===== config.mk =====
export PLATFORM = sky130hd
export DESIGN_NAME = cdsc_top
export DESIGN_NICKNAME = d
export VERILOG_FILES = /design/src/rtl/cdsc_pkg.sv /design/src/rtl/cdsc_top.sv
export SDC_FILE = /design/constraint.sdc
export NUM_CORES = 1
export LEC_CHECK = 0
export BUFFER_PORTS_ARGS = -buffer_cell sky130_fd_sc_hd__buf_2
export CAP_MARGIN = 20
export CORE_UTILIZATION = 36
export DETAILED_ROUTE_END_ITERATION = 8
export PLACE_DENSITY = 0.85
export SLEW_MARGIN = 5
export SYNTH_ARGS = -nofsm -noshare
export SYNTH_HDL_FRONTEND = slang
export SYNTH_SLANG_ARGS = --single-unit

===== constraint.sdc =====
create_clock -name sys_clk -period 1.3 [get_ports sys_clk]
set_input_delay 0.065 -clock sys_clk [delete_from_list [all_inputs] [get_ports sys_clk]]
set_output_delay 0.065 -clock sys_clk [all_outputs]
set_load 0.02 [all_outputs]

===== src/rtl/cdsc_pkg.sv =====
// Constants and types for the clock divider sync control block
//------------------------------------------------------------
package cdsc_pkg;

   //------------------------------------------------------------
   // Register map
   //------------------------------------------------------------
   localparam logic [8:0] CDSC_SYNC_CTRL_ADDR  = 9'h100;
   localparam logic [8:0] CDSC_OUT_MODE_ADDR   = 9'h014;
   localparam logic [7:0] CDSC_SYNC_CTRL_RST   = 8'h00;
   localparam logic [7:0] CDSC_OUT_MODE_RST    = 8'h00;
   localparam int         CDSC_MASTER_BIT      = 0;
   localparam int         CDSC_DIV_SYNC_BIT    = 1;
   localparam int         CDSC_NEXT_ONLY_BIT   = 2;
   localparam int         CDSC_OUT_TYPE_BIT    = 6;
   localparam logic [7:0] CDSC_SYNC_CTRL_MASK  = 8'h07;
   localparam logic [2:0] CDSC_DIV_RATIO_RST   = 3'h0;

   //------------------------------------------------------------
   // Register write request
   //------------------------------------------------------------
   typedef struct packed {
      logic       wr_en;
      logic [8:0] addr;
      logic [7:0] wdata;
   } cdsc_wr_t;

endpackage


===== src/rtl/cdsc_top.sv =====
// Clock divider sync control, output mode and output disable logic
`timescale 1ns/1ps
module cdsc_top
   import cdsc_pkg::*;
#(
   parameter int DIV_W = 3
) (
   input  wire logic             sys_clk,
   input  wire logic             rst,
   input  wire cdsc_wr_t         reg_wr,
   input  wire logic [8:0]       reg_rd_addr,
   output logic      [7:0]       reg_rdata,
   input  wire logic             sync_in,
   input  wire logic [DIV_W-1:0] div_ratio,
   input  wire logic             output_disable_pin,
   output logic                  out_enable,
   output logic                  out_lvds,
   output logic                  div_clk,
   output logic                  sync_applied
);

   //------------------------------------------------------------
   // Parameter check
   //------------------------------------------------------------
   generate
      if (DIV_W < 1 || DIV_W > 8) begin : g_bad_div_w
         $error("DIV_W must lie between 1 and 8");
      end
   endgenerate

   //------------------------------------------------------------
   // Address decode
   //------------------------------------------------------------
   function automatic logic cdsc_hit(
      input logic [8:0] addr,
      input logic [8:0] reg_addr
   );
      return addr == reg_addr;
   endfunction

   //------------------------------------------------------------
   // Registers
   //------------------------------------------------------------
   logic [7:0]       sync_ctrl_q;
   logic [7:0]       sync_ctrl_d;
   logic             lvds_q;
   logic             lvds_d;
   logic [DIV_W-1:0] cnt_q;
   logic [DIV_W-1:0] cnt_d;
   logic             div_clk_q;
   logic             div_clk_d;
   logic             applied_q;
   logic             applied_d;
   logic             oe_q;
   logic             oe_d;
   logic [7:0]       rdata_q;
   logic [7:0]       rdata_d;

   //------------------------------------------------------------
   // Register port decode
   //------------------------------------------------------------
   wire logic wr_sync = reg_wr.wr_en &&
                        cdsc_hit(reg_wr.addr, CDSC_SYNC_CTRL_ADDR);
   wire logic wr_mode = reg_wr.wr_en &&
                        cdsc_hit(reg_wr.addr, CDSC_OUT_MODE_ADDR);
   wire logic rd_sync = cdsc_hit(reg_rd_addr, CDSC_SYNC_CTRL_ADDR);
   wire logic rd_mode = cdsc_hit(reg_rd_addr, CDSC_OUT_MODE_ADDR);

   //------------------------------------------------------------
   // Sync control write value
   //------------------------------------------------------------
   wire logic [7:0] ctrl_wr_val;

   generate
      for (genvar gi = 0; gi < 8; gi++) begin : g_ctrl_bit
         if (CDSC_SYNC_CTRL_MASK[gi]) begin : g_live
            assign ctrl_wr_val[gi] = reg_wr.wdata[gi];
         end else begin : g_rsvd
            assign ctrl_wr_val[gi] = 1'b0;
         end
      end
   endgenerate

   //------------------------------------------------------------
   // Sync gating
   //------------------------------------------------------------
   // master gate
   wire logic master_on = sync_ctrl_q[CDSC_MASTER_BIT];
   wire logic div_gate  = master_on && sync_ctrl_q[CDSC_DIV_SYNC_BIT];
   wire logic next_only = sync_ctrl_q[CDSC_NEXT_ONLY_BIT];
   wire logic sync_take = div_gate && sync_in;
   wire logic one_shot  = sync_take && next_only;

   always_comb begin
      sync_ctrl_d = sync_ctrl_q;
      if (wr_sync) begin
         sync_ctrl_d = ctrl_wr_val;
      end
      if (one_shot) begin
         sync_ctrl_d[CDSC_DIV_SYNC_BIT] = 1'b0;
      end
   end

   //------------------------------------------------------------
   // Input clock divider
   //------------------------------------------------------------
   // restart on sync
   wire logic cnt_wrap = cnt_q >= div_ratio;
   always_comb begin
      cnt_d     = cnt_wrap ? '0 : cnt_q + DIV_W'(1);
      div_clk_d = cnt_wrap ? ~div_clk_q : div_clk_q;
      if (sync_take) begin
         cnt_d     = '0;
         div_clk_d = 1'b0;
      end
   end

   //------------------------------------------------------------
   // Output control
   //------------------------------------------------------------
   // LVDS select write
   assign lvds_d    = wr_mode ? reg_wr.wdata[CDSC_OUT_TYPE_BIT] : lvds_q;
   assign oe_d      = ~output_disable_pin;
   assign applied_d = sync_take;

   //------------------------------------------------------------
   // Read data select
   //------------------------------------------------------------
   wire logic [7:0] mode_rd = 8'(lvds_q) << CDSC_OUT_TYPE_BIT;
   assign rdata_d = rd_sync ? sync_ctrl_q :
                    rd_mode ? mode_rd     : 8'h00;

   //------------------------------------------------------------
   // Sync control register
   //------------------------------------------------------------
   always_ff @(posedge sys_clk or posedge rst) begin
      if (rst) begin
         sync_ctrl_q <= CDSC_SYNC_CTRL_RST;
      end else begin
         sync_ctrl_q <= sync_ctrl_d;
      end
   end

   //------------------------------------------------------------
   // Divider count
   //------------------------------------------------------------
   // count restart
   always_ff @(posedge sys_clk or posedge rst) begin
      if (rst) begin
         cnt_q <= '0;
      end else begin
         cnt_q <= cnt_d;
      end
   end

   //------------------------------------------------------------
   // Divided clock
   //------------------------------------------------------------
   // phase restart
   always_ff @(posedge sys_clk or posedge rst) begin
      if (rst) begin
         div_clk_q <= 1'b0;
      end else begin
         div_clk_q <= div_clk_d;
      end
   end

   //------------------------------------------------------------
   // Sync applied flag
   //------------------------------------------------------------
   always_ff @(posedge sys_clk or posedge rst) begin
      if (rst) begin
         applied_q <= 1'b0;
      end else begin
         applied_q <= applied_d;
      end
   end

   //------------------------------------------------------------
   // Read data register
   //------------------------------------------------------------
   always_ff @(posedge sys_clk or posedge rst) begin
      if (rst) begin
         rdata_q <= 8'h00;
      end else begin
         rdata_q <= rdata_d;
      end
   end

   //------------------------------------------------------------
   // Output mode register
   //------------------------------------------------------------
   // power up CMOS
   always_ff @(posedge sys_clk or posedge rst) begin
      if (rst) begin
         lvds_q <= CDSC_OUT_MODE_RST[CDSC_OUT_TYPE_BIT];
      end else begin
         lvds_q <= lvds_d;
      end
   end

   //------------------------------------------------------------
   // Output enable register
   //------------------------------------------------------------
   // output disable pin
   always_ff @(posedge sys_clk or posedge rst) begin
      if (rst) begin
         oe_q <= 1'b0;
      end else begin
         oe_q <= oe_d;
      end
   end

   //------------------------------------------------------------
   // Outputs
   //------------------------------------------------------------
   assign reg_rdata    = rdata_q;
   assign out_enable   = oe_q;
   assign out_lvds     = lvds_q;
   assign div_clk      = div_clk_q;
   assign sync_applied = applied_q;

endmodule


==> qor.yml <==
timing:
  setup_viol: 0
  report.final.slew_viol_count: 0
  fin_worst_skew_ns: 0.0004602
  period_share_pct: 98.15
  worstMarginPinSlew_ns: 0.5002
  min_period_ns: 1.276
  clock.fmax_mhz: 783.8
  slew_headroom_pct: 66.62
  holdWs_ns: 0.02305
  hold_viol_final: 0
floorplan:
  core_sq_um: 1764
  die_h_um: 46.08
  initial_utilization_pct: 39.65
  fp-row-count: 15
  die_w_um: 46.08
  io_pins: 46
  die_area_sq_um: 2123
worst_setup_path:
  startpoint_type: "register"
  path_cells: "inv_2 -> ha_4 -> nor2b_4 -> o21ai_2 -> or2_4 -> nor2_2"
  crit_slowest_cell: "dfrtp_1"
  end_kind: "register"
  rr_startpoint: "cnt_q[0]$_DFF_PP0_"
  cp_data_arrival_time_ns: 1.48
  cp_slowest_stage_delay_ns: 0.40
  required_ns: 1.50
  critPathLaunch: "cnt_q[0]$_DFF_PP0_"
  path_max_fanout: 3
  critPathKind: "register to register"
  r2r_cells: 6
global_route:
  grt_use_met1_pct: 13.82
  grt_usage_pct: 13.03
  grt-busiest-layer: "met2"
  grt_overflow: 0
  grt_max_degree: 15
  use_met3_pct: 4.706
  grt_pass1_vias: 495
  grt_pass1_wl_um: 1863
  antenna_found_initial: 0
  grt_use_met2_pct: 22.25
cts:
  clock_latency_ns: 0.27
  htreeDepth: 1
  cts_tree: "yes"
  cts_made_buffers: 3
  cts_root_buf: "clkbuf_4"
  clk_path_buf_depth: 2
  cts_sinks: 14
  clk_pin_slew_ns: 0.07
layout:
  drive_above_1_share_pct: 54.46
  stdcell_count: 137
  finish.net_count: 152
  num_antenna_cells: 0
  syn_to_final_growth_pct: 49.37
  fillerInstances: 173
synth:
  yosysSeqAreaShare_pct: 50.09
  ys.warnings.count: 0
  synthArstFlopShare_pct: 100.0
  yosysMostFrequentCell: "dfrtp_1"
  netlist_instances: 66
  synth_common_cells: "dfrtp_1, nor2_1, inv_1"
  synthTopCellsByArea: "dfrtp_1, ha_1, nor2_1, inv_1, buf_4"
  synth_top_flop_cell: "dfrtp_1"
  avgSynthCellArea_sq_um: 10.60
  synth_top_area_cell: "dfrtp_1"
  synth_enable_flop_cells: 0
  synth_top_cell_area_share_pct: 50.09
  syn_area_sq_um: 699.4
  ys_types: 23
  ys_ff_latch: 14
power_and_ir_drop:
  power.density_nw_per_um2: 1309
  ir_drop_uv: 561.5
  total_power_uw: 1367
  p_leak_uw: 0.0005676
detailed_routing:
  drt-pass1-iter-count: 2
  route.detailed.drc: 0
  wire_per_inst_um: 9.599
  avgViaCountPerCell: 4.241
  drt_iter0_drc: 1
  drt.antenna.violating_nets: 0
  wl_um: 1315
  vias: 581
outcome:
  status: "complete, no violations"
placement:
  io_buffers: 37
  place_inst: 129
  gp_congestion: 0.6527
  dpl.hpwl_um: 1008
hold_path:
  worstHoldStart: "reg_wr[2]"
  whs_path_depth: 2
  holdCritPathClass: "input pin to register"
run:
  maxCapViolations: 0
-- path summary, 6_finish.rpt --
kind / end / slack (ns)
min in group asynchronous: reg_rdata[1]$_DFF_PP0_ / 0.36
setup / recovery: cnt_q[0]$_DFF_PP0_ / 0.02
hold reg to reg: sync_ctrl_q[1]$_DFFE_PP0P_ / 0.49
hold / removal: sync_ctrl_q[2]$_DFFE_PP0P_ / 0.02
setup reg to reg: cnt_q[0]$_DFF_PP0_ / 0.02
max in group asynchronous: out_lvds$_DFFE_PP0P_ / 0.60
-- critical path: cells and delay by family (launching register included) --
family | cells | cell delay, ns
AND/OR/NAND/NOR | 3 | 0.47
flip-flops | 1 | 0.40
adder cells (fa/ha/maj) | 1 | 0.20
buffers and inverters | 1 | 0.08
AO/OA/AOI/OAI | 1 | 0.07
-- logic make-up (layout without fill, tap and decap cells) --
family	after synthesis	count (layout)	synth area share [%]
adder cells (fa/ha/maj)	4	4	7.156
XOR/XNOR	2	2	2.505
AO/OA/AOI/OAI	3	3	2.146
flip-flops	14	14	50.09
multiplexers	4	4	7.335
other	1	4	0.5362
AND/OR/NAND/NOR	25	25	21.11
buffers and inverters	13	56	9.123
-- where the power goes --
part	internal (uW)	total, uW	switching [uW]
logic	323	595	272
clock network	107	224	117
registers	500	548	48.0
total	930	1370	437
-- cells in the final DEF (no fill, tap or decap), types with 2 or more instances in the layout --
| cell | netlist | routed |
|---|---|---|
| dlygate4sd3_1 | 0 | 3 |
| xnor2_1 | 2 | 2 |
| buf_2 | 0 | 37 |
| nand2_1 | 4 | 3 |
| inv_1 | 9 | 8 |
| clkbuf_4 | 0 | 3 |
| mux2_4 | 2 | 2 |
| dfrtp_1 | 14 | 14 |
| nor2_1 | 11 | 8 |
| conb_1 | 1 | 4 |
| ha_4 | 0 | 3 |
| nor2_2 | 0 | 3 |
| buf_4 | 4 | 4 |
-- layout make-up --
| type | instances | area (sq um) | share of cell area, % |
|---|---|---|---|
| Sequential cell | 14 | 350.3 | 33.53 |
| Timing Repair Buffer | 44 | 245.2 | 23.47 |
| Tap cell | 25 | 31.28 | 2.994 |
| Multi-Input combinational cell | 42 | 361.6 | 34.61 |
| Inverter | 9 | 33.78 | 3.234 |
| Clock buffer | 3 | 22.52 | 2.156 |
-- metrics by stage --
stage	area (sq um)	utilization (%)	setup WS [ns]	TNS, ns
2_1_floorplan	713.2	-	0.03089	0
3_3_place_gp	914.6	51.84	0.01134	0
3_5_place_dp	914.6	51.84	-0.04607	-0.08578
4_1_cts	977.2	55.39	-0.02464	-0.05023
5_1_grt	1045	59.22	-0.02941	-0.05995
6_report	1045	59.22	0.02411	0
-- metal layers --
metal	vias up	routed length, um
met5	-	0
met4	0	0
met3	0	86
met2	25	751
met1	258	478
li1	298	-
-- repair_timing --
| item | in CTS | in global routing |
|---|---|---|
| setup endpoints to repair | 3 | 4 |
| hold buffers | 3 | 0 |
| endpoints found under the hold margin | 16 | 0 |
| buffers inserted | 1 | 1 |
| pin swaps | 2 | 3 |
| resized for setup | 1 | 11 |
-- sequential cells by signal, indices dropped and copies added (netlist names) --
name,cells
out_enable,1
sync_applied,1
out_lvds,1
reg_rdata,4
div_clk,1
sync_ctrl_q,3
cnt_q,3
Power figures use the tool's default switching activity.
